--- src/verilog/acm_pkg.sv ---
package acm_pkg;
   // Clock rate in kHz, used to turn sample intervals into cycle counts
   localparam int unsigned CLOCK_KHZ      = 250000;
   // Code width of one result
   localparam int unsigned CODE_W         = 16;
   // Result FIFO shape
   localparam int unsigned FIFO_DEPTH     = 16;
   // Counts of configuration registers and host commands
   localparam int unsigned CFG_REG_COUNT  = 5;
   localparam int unsigned CMD_COUNT      = 6;
   // Turbo data rates in samples per second, index is the rate select
   localparam int unsigned RATE_SPS_0     = 40;
   localparam int unsigned RATE_SPS_1     = 90;
   localparam int unsigned RATE_SPS_2     = 180;
   localparam int unsigned RATE_SPS_3     = 350;
   localparam int unsigned RATE_SPS_4     = 660;
   localparam int unsigned RATE_SPS_5     = 1200;
   localparam int unsigned RATE_SPS_6     = 2000;
   localparam int unsigned RATE_SEL_W     = 3;
   localparam logic [2:0]  RATE_SEL_MAX   = 3'h6;
   // Reset values
   localparam logic [2:0]  RATE_SEL_RST   = 3'h0;
   localparam logic [15:0] CODE_RST       = 16'h0000;
   // Interval counter width, wide enough for the slowest rate
   localparam int unsigned INTV_W         = 23;

   // Conversion mode
   typedef enum logic {ACM_SINGLE, ACM_CONTINUOUS} acm_mode_t;

   // Host configuration carried as one bundle
   typedef struct packed {
      acm_mode_t            mode;
      logic [RATE_SEL_W-1:0] rate_sel;
   } acm_cfg_t;

   // One completed result
   typedef struct packed {
      logic [CODE_W-1:0] code;
   } acm_result_t;
endpackage
--- src/verilog/acm_conv_ctrl.sv ---
`timescale 1ns/1ps
`default_nettype none
module acm_conv_ctrl
   import acm_pkg::*;
#(
   // Clock rate behind the slot counts; a bench may lower it to keep runs brief
   parameter int unsigned CLK_KHZ = CLOCK_KHZ
) (
   input  wire logic              clock,
   input  wire logic              rst_b,
   input  wire acm_cfg_t          cfg,
   input  wire logic              start_req,
   input  wire logic              filt_done,
   input  wire logic [CODE_W-1:0] filt_code,
   output var  logic              filt_start,
   output var  logic              low_power,
   output var  logic              busy,
   output var  logic [CODE_W-1:0] latest_code,
   output var  logic              latest_valid,
   output var  logic [CODE_W-1:0] rd_data,
   output var  logic              rd_valid,
   input  wire logic              rd_ready,
   output var  logic              overrun
);
   ////////////////////////////////////////////////////////////////////////
   // Rate table

   // Cycles per sample for one rate select
   // Counts scale with the clock parameter; division floors, so a slot may
   // come out a fraction of a cycle short of the ideal interval
   // Slowest rate at the full clock needs the whole interval counter width
   function automatic logic [INTV_W-1:0] rate_cycles(input logic [RATE_SEL_W-1:0] sel);
      logic [INTV_W-1:0] c;
      // Fallback keeps every path assigned
      c = INTV_W'((CLK_KHZ * 1000) / RATE_SPS_0);
      unique case (sel)
         3'h0: c = INTV_W'((CLK_KHZ * 1000) / RATE_SPS_0);
         3'h1: c = INTV_W'((CLK_KHZ * 1000) / RATE_SPS_1);
         3'h2: c = INTV_W'((CLK_KHZ * 1000) / RATE_SPS_2);
         3'h3: c = INTV_W'((CLK_KHZ * 1000) / RATE_SPS_3);
         3'h4: c = INTV_W'((CLK_KHZ * 1000) / RATE_SPS_4);
         3'h5: c = INTV_W'((CLK_KHZ * 1000) / RATE_SPS_5);
         3'h6: c = INTV_W'((CLK_KHZ * 1000) / RATE_SPS_6);
         // Code 7 cannot arrive after the clamp; fastest rate if it did
         default: c = INTV_W'((CLK_KHZ * 1000) / RATE_SPS_6);
      endcase
      return c;
   endfunction

   ////////////////////////////////////////////////////////////////////////
   // Sequencer state

   // Idle is the low-power state, conv waits for the filter's done pulse,
   // wait holds off the restart until the sample slot has run out
   // Filter code is only trusted in conv
   typedef enum logic [1:0] {ACM_IDLE, ACM_CONV, ACM_WAIT} acm_state_t;

   acm_state_t        state_r;      // Sequencer state
   acm_state_t        state_nxt;    // Next state
   logic [INTV_W-1:0] intv_r;       // Cycles left in sample slot
   logic [INTV_W-1:0] intv_nxt;     // Next slot count
   logic              start_r;      // Filter start pulse
   logic [CODE_W-1:0] latest_r;     // Atomic result buffer
   logic              lvalid_r;     // Buffer holds a result
   logic              ovr_r;        // Result dropped, FIFO full
   logic              low_r;        // Low-power flag
   logic              busy_r;       // Conversion running
   logic [CODE_W-1:0] fifo_q;       // FIFO head word
   logic              fifo_v;       // FIFO head valid
   logic              fifo_rdy;     // FIFO accepts a word
   logic [CODE_W-1:0] rd_data_r;    // Output stage data
   logic              rd_valid_r;   // Output stage valid

   // Decode of mode, rate and state terms
   wire               is_cont   = (cfg.mode == ACM_CONTINUOUS);
   wire [RATE_SEL_W-1:0] sel_ok = (cfg.rate_sel > RATE_SEL_MAX) ? RATE_SEL_MAX
                                                                : cfg.rate_sel;
   wire [INTV_W-1:0]  slot_len  = rate_cycles(sel_ok);
   wire               slot_end  = (intv_r == '0);
   wire               take_res  = (state_r == ACM_CONV) && filt_done;
   wire               go_idle   = (state_r == ACM_IDLE) && start_req;
   // Output stage takes a word when empty or being read
   wire               out_take  = !rd_valid_r || rd_ready;

   // Next-state decode
   // The slot counter rests at zero once run out; a filter slower than the
   // slot therefore restarts at once, trading the exact rate for freshness
   always_comb begin
      // Hold state, count the slot down
      state_nxt = state_r;
      intv_nxt  = slot_end ? '0 : intv_r - 1'b1;
      unique case (state_r)
         ACM_IDLE: begin
            // Only a host request leaves the low-power state
            if (go_idle) begin
               state_nxt = ACM_CONV;
               // Slot starts with the conversion it paces
               intv_nxt  = slot_len - 1'b1;
            end
         end
         ACM_CONV: begin
            // Stay until the filter reports a settled code
            if (filt_done) begin
               // Single-shot drops to idle, continuous waits out the slot
               state_nxt = is_cont ? ACM_WAIT : ACM_IDLE;
            end
         end
         ACM_WAIT: begin
            // Result is out; wait for the slot to close
            if (!is_cont) begin
               // Mode switched to single: stop at once
               state_nxt = ACM_IDLE;
            end else if (slot_end) begin
               // No host request needed to restart
               state_nxt = ACM_CONV;
               intv_nxt  = slot_len - 1'b1;
            end
         end
      endcase
   end

   // Sequencer registers
   always_ff @(posedge clock or negedge rst_b) begin
      if (!rst_b) begin
         // Reset lands in low-power idle
         state_r <= ACM_IDLE;
         intv_r  <= '0;
         start_r <= 1'b0;
         low_r   <= 1'b1;
         busy_r  <= 1'b0;
      end else begin
         state_r <= state_nxt;
         intv_r  <= intv_nxt;
         // Start pulses for one cycle on entry to conv, so each start yields one code
         start_r <= (state_nxt == ACM_CONV) && (state_r != ACM_CONV);
         // Low power mirrors the idle state, registered for a clean pin
         low_r   <= (state_nxt == ACM_IDLE);
         // Busy mirrors the conversion state
         busy_r  <= (state_nxt == ACM_CONV);
      end
   end

   ////////////////////////////////////////////////////////////////////////
   // Result buffer

   // Whole word swaps in one edge so a reader never mixes two results
   always_ff @(posedge clock or negedge rst_b) begin
      if (!rst_b) begin
         // No result yet after reset
         latest_r <= CODE_RST;
         lvalid_r <= 1'b0;
      end else if (take_res) begin
         // Only a done pulse during a conversion is a result
         latest_r <= filt_code;
         lvalid_r <= 1'b1;
      end
   end

   // Sticky drop flag; the buffer still updates, only the stream loses one
   // No clear but reset, so a drop is never lost
   always_ff @(posedge clock or negedge rst_b) begin
      if (!rst_b) begin
         // Cleared only here
         ovr_r <= 1'b0;
      end else if (take_res && !fifo_rdy) begin
         ovr_r <= 1'b1;
      end
   end

   ////////////////////////////////////////////////////////////////////////
   // Result stream

   // Stream copy of every result; a full FIFO drops only the new word
   // The output stage below adds one more word of slack
   acm_fifo #(
      .WIDTH (CODE_W),
      .DEPTH (FIFO_DEPTH)
   ) u_fifo (
      .clock     (clock),
      .rst_b     (rst_b),
      .in_data   (filt_code),
      .in_valid  (take_res),
      .in_ready  (fifo_rdy),
      .out_data  (fifo_q),
      .out_valid (fifo_v),
      .out_ready (out_take)
   );

   // Registered output stage keeps the stream ports on flip-flops
   // A word moves only when the stage is empty or read this cycle
   always_ff @(posedge clock or negedge rst_b) begin
      if (!rst_b) begin
         // Empty stage after reset
         rd_data_r  <= CODE_RST;
         rd_valid_r <= 1'b0;
      end else if (out_take) begin
         rd_data_r  <= fifo_q;
         rd_valid_r <= fifo_v;
      end
   end

   ////////////////////////////////////////////////////////////////////////
   // Outputs, all straight from registers

   assign filt_start   = start_r;
   assign low_power    = low_r;
   assign busy         = busy_r;
   assign latest_code  = latest_r;
   assign latest_valid = lvalid_r;
   assign rd_data      = rd_data_r;
   assign rd_valid     = rd_valid_r;
   assign overrun      = ovr_r;
endmodule
`default_nettype wire

--- src/verilog/acm_fifo.sv ---
`timescale 1ns/1ps
`default_nettype none
module acm_fifo #(
   parameter int unsigned WIDTH = 16,
   parameter int unsigned DEPTH = 16
) (
   input  wire logic             clock,
   input  wire logic             rst_b,
   input  wire logic [WIDTH-1:0] in_data,
   input  wire logic             in_valid,
   output var  logic             in_ready,
   output var  logic [WIDTH-1:0] out_data,
   output var  logic             out_valid,
   input  wire logic             out_ready
);
   localparam int unsigned AW = $clog2(DEPTH);

   logic [WIDTH-1:0] mem [DEPTH];   // Storage array
   logic [AW-1:0]    wr_ptr_r;      // Write index
   logic [AW-1:0]    rd_ptr_r;      // Read index
   logic [AW:0]      count_r;       // Words held
   wire              push;
   wire              pop;

   assign in_ready  = (count_r != (AW+1)'(DEPTH));
   assign out_valid = (count_r != '0);
   assign out_data  = mem[rd_ptr_r];
   assign push      = in_valid && in_ready;
   assign pop       = out_valid && out_ready;

   // Storage has no reset; only written words are ever read
   always_ff @(posedge clock) begin
      if (push) begin
         mem[wr_ptr_r] <= in_data;
      end
   end

   // Pointers and fill level
   always_ff @(posedge clock or negedge rst_b) begin
      if (!rst_b) begin
         wr_ptr_r <= '0;
         rd_ptr_r <= '0;
         count_r  <= '0;
      end else begin
         if (push) begin
            wr_ptr_r <= (wr_ptr_r == AW'(DEPTH-1)) ? '0 : wr_ptr_r + 1'b1;
         end
         if (pop) begin
            rd_ptr_r <= (rd_ptr_r == AW'(DEPTH-1)) ? '0 : rd_ptr_r + 1'b1;
         end
         // Simultaneous push and pop leave the level unchanged
         count_r <= count_r + (AW+1)'(push) - (AW+1)'(pop);
      end
   end
endmodule
`default_nettype wire

--- config.mk ---
export PLATFORM = sky130hd
export DESIGN_NAME = acm_conv_ctrl
export DESIGN_NICKNAME = d
export VERILOG_FILES = /design/src/verilog/acm_pkg.sv /design/src/verilog/acm_conv_ctrl.sv /design/src/verilog/acm_fifo.sv
export SDC_FILE = /design/constraint.sdc
export NUM_CORES = 1
export LEC_CHECK = 0
export ABC_AREA = 1
export BUFFER_PORTS_ARGS = -buffer_cell sky130_fd_sc_hd__buf_2
export CAP_MARGIN = 20
export CORE_AREA = 2 2 145 161
export CTS_BUF_LIST = sky130_fd_sc_hd__clkbuf_8
export DETAILED_ROUTE_END_ITERATION = 8
export DIE_AREA = 0 0 147 163
export HOLD_SLACK_MARGIN = 0.02
export PLACE_DENSITY = 0.8
export SLEW_MARGIN = 20
export SYNTH_ARGS = -nofsm -noshare
export SYNTH_HDL_FRONTEND = slang
export SYNTH_SLANG_ARGS = --single-unit
export TNS_END_PERCENT = 50
--- constraint.sdc ---
create_clock -name clock -period 2.7 [get_ports clock]
set_input_delay 0.405 -clock clock [delete_from_list [all_inputs] [get_ports clock]]
set_output_delay 0.405 -clock clock [all_outputs]
set_load 0.02 [all_outputs]
* After elaboration in Yosys (flattened, before gate mapping)
Memories as Yosys holds them, arrays and structs flattened. A register that Yosys moved wholly into a read port is not among the register bits.
Cells that the tools add are included.
** Operators by class
- $add $sub $neg :: 6
- Order comparisons :: 1
- Multiplexer cells :: 17
- Reductions and logical operators :: 15
- Eq/ne operators :: 12
** Operators with widths (count)
- one-hot mux 23 bit (6 select lines) :: 1
- two-way mux 23 bit :: 4
- one-hot mux 23 bit (2 select lines) :: 1
- subtractor 23 x 1 -> 23 bit, second input constant :: 2
- logical NOT 23 bit :: 1
- two-way mux 2 bit :: 5
- adder 4 x 1 -> 4 bit, second input constant :: 2
- equality test 4 bit, second input constant :: 2
- two-way mux 4 bit :: 2
- equality test 3 x 2 -> 1 bit, second input constant :: 2
- equality test 3 bit, second input constant :: 2
- logical AND 1 bit :: 6
- one-hot mux 2 bit (3 select lines) :: 1
- adder 5 x 1 -> 5 bit :: 1
- inequality test 5 bit, second input constant :: 1
- nonzero test 5 bit :: 1
- subtractor 5 x 1 -> 5 bit :: 1
- equality test 2 x 1 -> 1 bit, second input constant :: 2
- logical NOT 2 bit :: 2
- equality test 3 x 1 -> 1 bit, second input constant :: 1
- > comparator 3 bit, second input constant :: 1
- logical NOT 1 bit :: 3
- logical NOT 3 bit :: 1
- two-way mux 3 bit :: 1
- other kinds (4) :: 5
** Storage, ports and cells
- Output and inout port bits :: 38
- Input port bits :: 25
- Logic and storage cells :: 64
- Flip-flop bits (word level) :: 60
- Memory bits (writable) :: 256
- Memories kept :: 1
** Memory list
- u_fifo.mem :: words 16, width 16, rd ports 1, clocked after Yosys merged registers in 1, write ports 1, line acm_fifo.sv:18 : logic [WIDTH-1:0] mem [DEPTH];

* Depth between registers and ports, before layout
Gate-level depths: netlist of run 1.
- Word-level depth :: 8
- Mapped depth :: 12
- Mapped depth without buffers :: 12

* Modules after synthesis
A second synthesis of run 1 with hierarchy kept.
** Unflattened totals
- Cells, all modules :: 1515
- Area total of the unflattened synthesis :: 14968.1 um^2
** Modules (own cells, without submodules)
- acm_fifo :: cells each 1112, area an instance 11564.8 um^2, seq. area each 8012.7 um^2, times used 1
- acm_conv_ctrl :: cells each 403, area an instance 3403.3 um^2, seq. area each 1577.8 um^2, times used 1

* Least setup slack after synthesis of run 1
OpenSTA, ideal clock, no wires.
- Kind :: register to register
- Start :: register state_r[1]
- End :: memory u_fifo.mem[0][0], enable pin
- Setup slack :: 0.314 ns
- Arrival time :: 1.997 ns
- Path buffers :: 1
- Period minus slack after synthesis :: 2.386 ns
- Data required time :: 2.312 ns
- Setup time :: 0.388 ns
- Cell stages (with the launch flop) :: 10
- Cell sequence :: dfrtp_1 > inv_1 > ha_1 > nand2_2 > inv_2 > nand2_1 > inv_1 > buf_2 > nand2_1 > nor2_1
** On the way
- Word-level cells in the longest chain between the ends :: 5
** RTL lines
- from (decl) :: line acm_conv_ctrl.sv:58 : acm_state_t state_r;
- from (signal assigned) :: line acm_conv_ctrl.sv:132 : state_r <= state_nxt;
- equality test 2 x 1 -> 1 bit :: line acm_conv_ctrl.sv:80 : wire take_res = (state_r == ACM_CONV) && filt_done;
- logical AND 1 bit :: line acm_conv_ctrl.sv:80
- logical AND 1 bit :: line acm_fifo.sv:28 : assign push = in_valid && in_ready;
- named net u_fifo.push :: line acm_fifo.sv:22 : wire push;
- two-way mux 1 bit :: line acm_fifo.sv:33 : if (push) begin
- two-way mux 1 bit (not written as such) :: line acm_fifo.sv:34 : mem[wr_ptr_r] <= in_data;
- to (decl) :: line acm_fifo.sv:18
The timed path passes the listed nets, and every way through them passes these cells.

* Worst setup path in the final report of run 1
- Start :: register u_fifo.count_r[3]
- End :: register u_fifo.count_r[4]
** On the way
- Elaborated cells between the ends (all ways) :: 6
- Classes of those cells :: add/sub: 2; eq/ne: 1; reduce/logical: 3
** RTL lines
- from (decl) :: line acm_fifo.sv:21 : logic [AW:0] count_r;
- from (signal assigned) :: line acm_fifo.sv:52 : count_r <= count_r + (AW+1)'(push) - (AW+1)'(pop);
- nonzero test 5 bit :: line acm_fifo.sv:26 : assign out_valid = (count_r != '0);
- logical AND 1 bit :: line acm_fifo.sv:29 : assign pop = out_valid && out_ready;
- named net u_fifo.pop :: line acm_fifo.sv:23 : wire pop;
- subtractor 5 x 1 -> 5 bit :: line acm_fifo.sv:52
The timed path passes the listed nets, and every way through them passes these cells.
A chain may end at the register's enable or synchronous reset.

==> impl_summary.txt, run 1 <==
----------------------------------------------------
[Setup path]
  Element type at the critical path start ... flip-flop
  Critical path peak fanout ... 7
  Largest delay contributor family on the critical path ... adder cells
  Kind of critical path ... flip-flop to flip-flop
  Highest-delay cell along the critical path ... fa_1
  Endpoint required time on the critical path ... 3.17 ns
  Crit. End Element ... flip-flop
  Buf+Inv Stages, Crit Path ... 4
  Critical path, cell by cell ... inv_1 > ha_1 > nand4_1 > nand2_1 > inv_2 > ha_1 > inv_1 > ha_1 > inv_1 > fa_1 > o21ai_2 > xor2_1
  Data arrival, critical path ... 2.92 ns
  Delay of the slowest cell on the worst path ... 0.42 ns

[Final layout]
  Syn-to-layout area delta ... 11.72%
  Layout cells sized above 1 ... 0.1494
  Most common cell after layout, fill and taps aside ... nand2_1
  Number of antenna diodes ... 0
  Top library cells by usage in the layout, fill and taps aside ... 302 x nand2_1, 256 x edfxtp_1, 140 x nor2_1
  Final layout net count ... 1380

[Synth]
  Synth Cell Area ... 14070 um2
  Number of synthesized register bits ... between 300 and 400
  Synth Warn # ... 0
  Share of synthesized area occupied by flip-flops and latches ... 0.6818
  Average cell area after synthesis ... roughly 11 um2
  Post-synth cell types ... between 40 and 50
  Number of standard cells after synthesis ... 1242
  Top cells by area, synth ... edfxtp_1 55%, dfrtp_1 13%, nand2_1 8.1%
  Post-Syn Nets ... 1283
  Share of Yosys cell area claimed by the top area cell type ... 0.5465
  Largest area contributor in the netlist ... edfxtp_1

[Placed design]
  Final estimated routing congestion in global placement ... roughly 0.85
  Detailed placement HPWL ... roughly 20 mm
  Number of buffer cells added on primary ports ... 62

[Status]
  Run status ... completed

[Global route]
  Global routing usage summed across all routing layers ... 0.2719
  Largest net degree at the start of global routing ... 69
  Total gr overflow ... 0
  First-pass GRT wire length ... between 50 and 60 mm
  Number of global-route vias before repair ... 9442
  Number of antenna violations at the first check in global routing ... 0

[Clocking]
  CTS tree ... done
  Longest Clk Path Bufs ... 3
  Number of sinks on the clock net ... 332
  Insertion delay to the later sink of the worst-skew pair ... 0.57 ns
  Root Buffer ... clkbuf_8
  Level count of the clock H-tree ... 2
  Clock-pin slew reported for the worst setup and hold paths after clock tree synthesis ... 0.07 ns
  Total clock buffers created by CTS ... 50

[Power]
  Tot Pwr ... about 16000 uW
  Total power density per cell area ... 1047 nW/um2
  Leakage ... approximately 0.0063 uW
  Peak ir drop on the vdd network ... 0.7200 mV

[Routing]
  Remaining number of nets flagged by the antenna check after routing ... 0
  Vias ... 9589
  DR DRC count ... 0
  Iteration-0 DRC Markers ... 980
  Overall routed net length ... 31.60 mm
  Via density ... 5.711
  Number of iterations in the first detailed-routing pass ... 5
  Wire per inst ... around 19 um

[STA]
  Setup skew after layout ... 0.02012 ns
  Total Neg Setup Slack ... 0 ns
  Share of the clock period used by the worst path ... 0.9080
  Setup repair after global routing missed its margin ... no
  Total count of max-transition violations in the final report ... 0
  Slew at the pin closest to its max-slew limit ... 0.6877 ns
  Relative slew slack ... 0.5415
  Clock period minus worst slack ... 2.452 ns
  Final hold violations ... 0
  Fmax ... ~0.4 GHz
  Number of setup violations in the final report ... 0

[Hold path]
  Worst min path class ... input pin to flip-flop

[Die]
  Horiz. Die Dim ... 147 um
  Core region area ... 22500 um2
  Num ports ... between 60 and 70
  Floorplan row count ... 58
  DIE AREA ... 23960 um2
  Vertical extent of the die ... 163 um
  Initial Utilization ... 0.6253

[Flow run]
  Max-capacitance violation count ... 0

----------------------------------------------------
state kept, by name (all words and copies together) (netlist names), 2 cells and up:
| register | count |
|---|---|
| rd_data | 16 |
| u_fifo.wr_ptr_r | 4 |
| latest_code | 16 |
| u_fifo.count_r | 5 |
| u_fifo.rd_ptr_r | 4 |
| intv_r | 23 |
| u_fifo.mem | 256 |
| state_r | 2 |
synth_stat cells (all sizes together):
cell type,count
xor2,12
buf,25
or2,3
inv,65
mux2i,16
ha,15
o21ai,130
nand4,8
a211oi,1
a22oi,1
dfstp,1
dfrtp,75
fa,1
clkbuf,27
nand3,21
nor3,4
o22ai,37
a21boi,17
a21oi,57
xnor2,6
o21bai,1
nor2,154
nand2,309
edfxtp,256
final timing paths:
path / start / to / slack, ns / depth (start not counted)
worst max-delay path: u_fifo.count_r[3]$_DFF_PN0_ / u_fifo.count_r[4]$_DFF_PN0_ / 0.25 / 12
worst max register to register: u_fifo.count_r[3]$_DFF_PN0_ / u_fifo.count_r[4]$_DFF_PN0_ / 0.25 / 12
max in group asynchronous: rst_b / intv_r[22]$_DFF_PN0_ / 1.66 / 3
min in group asynchronous: rst_b / u_fifo.wr_ptr_r[2]$_DFFE_PN0P_ / 0.43 / 2
worst min register to register: latest_valid$_DFFE_PN0P_ / latest_valid$_DFFE_PN0P_ / 0.46 / 1
worst min-delay path: rd_ready / rd_valid$_DFFE_PN0N_ / 0.20 / 4
layer usage:
layer,share of wire,vias to the layer above,GRT usage
met1,0.40,4630,0.3637
met4,0.027,0,0.09441
met3,0.074,60,0.03978
met2,0.50,418,0.4635
met5,0,-,0
li1,-,4481,-
layout make-up:
type                            instances  area [um2]
Sequential cell                       332        9594
Timing Repair Buffer                   97       615.6
Clock inverter                         37       173.9
Fill cell                            1605        6780
Multi-Input combinational cell        793        3956
Inverter                               65       244.0
Clock buffer                           55       757.0
Tap cell                              300       375.4
stage by stage:
step           area, um2  cells  hold slack (ns)  setup WS [ns]  utilization
4_1_cts            15710   1679           0.1905         0.1660       0.6984
3_3_place_gp       14770   1586           0.4467         0.3045       0.6566
3_5_place_dp       14770   1586           0.4501         0.1919       0.6566
2_1_floorplan      14070   1242           0.1094         0.3143            -
5_1_grt            15720   1679           0.2264        0.04034       0.6986
6_report           15720   1679           0.2009         0.2484       0.6986
cells by family (layout without fill, tap and decap cells):
group,after synthesis,after routing,share of synthesized area
mux,16,16,0.01138
flops,332,332,0.6818
xor+xnor,18,18,0.01121
buf+inv,117,254,0.03780
fa+ha+maj,16,16,0.01476
simple gates,499,499,0.1460
compound gates,244,244,0.09704
worst min-delay path, stage by stage:
cell and delay, ns:
buf_2 0.09, nor2_2 0.04, inv_1 0.12, nand2_1 0.08
where the power goes:
group | internal, uW | switching [uW]
sequential | 6240 | 571
combinational | 1890 | 3940
clock | 1960 | 1850
what timing repair did:
action | 4_1_cts | 5_1_grt
hold endpoints to repair | 44 | 0
hold buffers | 1 | 0
endpoints found under the setup margin | 0 | 1
gates resized for setup | 0 | 3
buffers inserted | 0 | 0
Power figures use the tool's default switching activity.
==> run 2: changes to the inputs <==
--- a/config.mk
+++ b/config.mk
@@ -14,6 +14,7 @@
 export DIE_AREA = 0 0 147 163
 export HOLD_SLACK_MARGIN = 0.02
 export PLACE_DENSITY = 0.8
+export REMOVE_ABC_BUFFERS = 1
 export SLEW_MARGIN = 20
 export SYNTH_ARGS = -nofsm -noshare
 export SYNTH_HDL_FRONTEND = slang
==> impl_summary.txt, run 2 (same netlist as run 1, synthesis figures left out) <==
----------------------------------------------------
[Die]
  Core region area ... 22500 um2 (unchanged)
  DIE AREA ... 23960 um2 (unchanged)
  Vertical extent of the die ... 163 um (unchanged)
  Horiz. Die Dim ... 147 um (unchanged)
  Num ports ... 63 (unchanged)
  Initial Utilization ... 0.6253 (unchanged)
  Floorplan row count ... 58 (unchanged)

[STA]
  Final hold violations ... 0 (unchanged)
  Minimum setup slack in the final design ... 0.2747 ns (+0.02638 ns)
  Setup repair after global routing missed its margin ... no
  Slew at the pin closest to its max-slew limit ... 0.9377 ns (+0.2500 ns)
  Number of setup violations in the final report ... 0 (unchanged)
  Relative slew slack ... 0.3742 (-0.1673)
  Clock period minus worst slack ... 2.425 ns (-0.02638 ns)
  Setup skew after layout ... 0.01461 ns (-0.005510 ns)
  Fmax ... 0.4123 GHz (+1.1%)
  Total count of max-transition violations in the final report ... 0 (unchanged)
  Share of the clock period used by the worst path ... 0.8982 (-0.009771)

[Routing]
  Via density ... 5.753 (+0.72%)
  Remaining number of nets flagged by the antenna check after routing ... 0 (unchanged)
  Vias ... 9670 (+0.84%)
  Iteration-0 DRC Markers ... 993 (+1.3%)
  DR DRC count ... 0 (unchanged)
  Overall routed net length ... 32.68 mm (+3.4%)
  Number of iterations in the first detailed-routing pass ... 5 (unchanged)
  Wire per inst ... 19.44 um (+3.3%)

[Final layout]
  Max reg flops ... 256 (unchanged)
  Largest register by flop count ... u_fifo.mem
  Top library cells by usage in the layout, fill and taps aside ... 302 x nand2_1, 256 x edfxtp_1, 128 x nor2_1
  Share of the core filled with cells in the final layout ... 0.7010 (+0.002391)
  Number of antenna diodes ... 0 (unchanged)
  Layout cells sized above 1 ... 0.1586 (+0.009197)
  Syn-to-layout area delta ... 12.11%
  Biggest regs ... u_fifo.mem x256, intv_r x23
  Layout fillers ... 1549 (-3.5%)
  Most common cell after layout, fill and taps aside ... nand2_1
  Final layout net count ... 1381 (+0.072%)
  Post-route cell area ... 15770 um2 (+0.34%)

[Setup path]
  Startpoint of the lowest-slack register-to-register path ... u_fifo.count_r[3]$_DFF_PN0_
  R2R cell count ... 12 (unchanged)
  Worst flop-to-flop path endpoint ... u_fifo.count_r[4]$_DFF_PN0_
  Endpoint required time on the critical path ... 3.19 ns (+0.02 ns)
  Crit. End Element ... flip-flop
  Data arrival, critical path ... 2.92 ns (about the same)
  Kind of critical path ... flip-flop to flip-flop
  Element type at the critical path start ... flip-flop
  Critical path peak fanout ... 7 (unchanged)
  Minimum setup slack among reg-to-reg paths ... 0.27 ns (+0.03 ns)

[Clocking]
  Level count of the clock H-tree ... 2 (unchanged)
  Number of buffers added for setup after CTS ... 0 (unchanged)
  Number of sinks on the clock net ... 332 (unchanged)
  Total clock buffers created by CTS ... 50 (unchanged)
  # resized after CTS ... 0 (unchanged)
  Root Buffer ... clkbuf_8
  Clock-pin slew reported for the worst setup and hold paths after clock tree synthesis ... 0.06 ns (about the same)
  Longest Clk Path Bufs ... 3 (unchanged)
  Number of buffers inserted for hold repair after clock tree synthesis ... 1 (unchanged)
  Insertion delay to the later sink of the worst-skew pair ... 0.57 ns (about the same)
  CTS tree ... done

[Power]
  Peak ir drop on the vdd network ... 0.8301 mV (+15%)
  Tot Pwr ... 16550 uW (+0.59%)
  Total power density per cell area ... 1049 nW/um2 (+0.25%)
  Leakage ... 0.006278 uW (about the same)

[Placed design]
  Detailed placement HPWL ... 20.57 mm (+2.6%)
  Final estimated routing congestion in global placement ... 0.8583 (+1.3%)
  Number of buffer cells added on primary ports ... 62 (unchanged)
  Placement Setup Slack ... 0.2861 ns (+0.09418 ns)
  Post-detailed-placement cell area ... 14830 um2 (+0.37%)

[Global route]
  Number of antenna violations at the first check in global routing ... 0 (unchanged)
  Total gr overflow ... 0 (unchanged)
  First-pass GRT wire length ... 51.53 mm (+2.8%)
  Global routing usage summed across all routing layers ... 0.2808 (+0.008917)
  Largest net degree at the start of global routing ... 130 (+88%)
  Number of global-route vias before repair ... 9539 (+1.0%)

[Hold path]
  Hold Crit Endpoint ... rd_valid$_DFFE_PN0N_
  Worst min path class ... input pin to flip-flop
  Startpoint of the lowest-slack hold path ... rd_ready
  Cells on Worst Hold Path ... 4 (unchanged)

[Status]
  Run status ... completed

[Flow run]
  Max-capacitance violation count ... 0 (unchanged)

----------------------------------------------------
## run 2: area by class of cell
type	count	area [um2]	area share
Tap cell	300	375.4	0.02380
Timing Repair Buffer	98	635.6	0.04030
Multi-Input combinational cell	793	3988	0.2529
Inverter	65	244.0	0.01547
Clock inverter	39	190.2	0.01206
Clock buffer	54	743.2	0.04713
Sequential cell	332	9594	0.6084
## run 2: power breakdown
group | leakage [uW] | switching, uW | internal (uW)
Clock | 0.000545 | 1870 | 1940
Combinational | 0.00251 | 4130 | 1910
Sequential | 0.00322 | 454 | 6240
## run 2: metal layers
layer | share of wire | track usage | up-vias | wire length (um)
li1 | - | - | 4476 | -
met2 | 0.49 | 0.4714 | 510 | 16010
met1 | 0.39 | 0.3739 | 4615 | 12730
met5 | 0 | 0 | - | 0
met4 | 0.024 | 0.09397 | 0 | 782
met3 | 0.097 | 0.05546 | 69 | 3161
## run 2: worst max-delay path by stage
stage / endpoint / slack, ns / start / cells past startpoint
floorplan: rd_data[0]$_DFFE_PN0N_ / -1.83 / u_fifo.rd_ptr_r[0]$_DFFE_PN0P_ / 7
global placement: u_fifo.count_r[4]$_DFF_PN0_ / 0.38 / u_fifo.count_r[3]$_DFF_PN0_ / 12
detailed placement: u_fifo.count_r[4]$_DFF_PN0_ / 0.29 / u_fifo.count_r[3]$_DFF_PN0_ / 12
CTS: u_fifo.count_r[4]$_DFF_PN0_ / 0.28 / u_fifo.count_r[3]$_DFF_PN0_ / 12
global route: u_fifo.count_r[4]$_DFF_PN0_ / 0.10 / u_fifo.count_r[3]$_DFF_PN0_ / 12
finish: u_fifo.count_r[4]$_DFF_PN0_ / 0.27 / u_fifo.count_r[3]$_DFF_PN0_ / 12
## run 2: through the flow
step / hold WS (ns) / std cells / TNS [ns]
4_1_cts: 0.1088 / 1681 / 0
2_1_floorplan: 0.1094 / 1190 / -34.45
3_3_place_gp: 0.4534 / 1587 / 0
3_5_place_dp: 0.4601 / 1587 / 0
6_report: 0.1369 / 1681 / 0
5_1_grt: 0.1439 / 1681 / 0
## run 2: worst max-delay path, cell delays in order, from the launching register on
cell,delay (ns)
dfrtp_1,0.39
inv_1,0.08
ha_1,0.17
nand4_1,0.11
nand2_1,0.10
inv_1,0.11
ha_1,0.31
inv_1,0.06
ha_1,0.17
inv_1,0.07
fa_1,0.40
o21ai_0,0.23
xor2_1,0.16
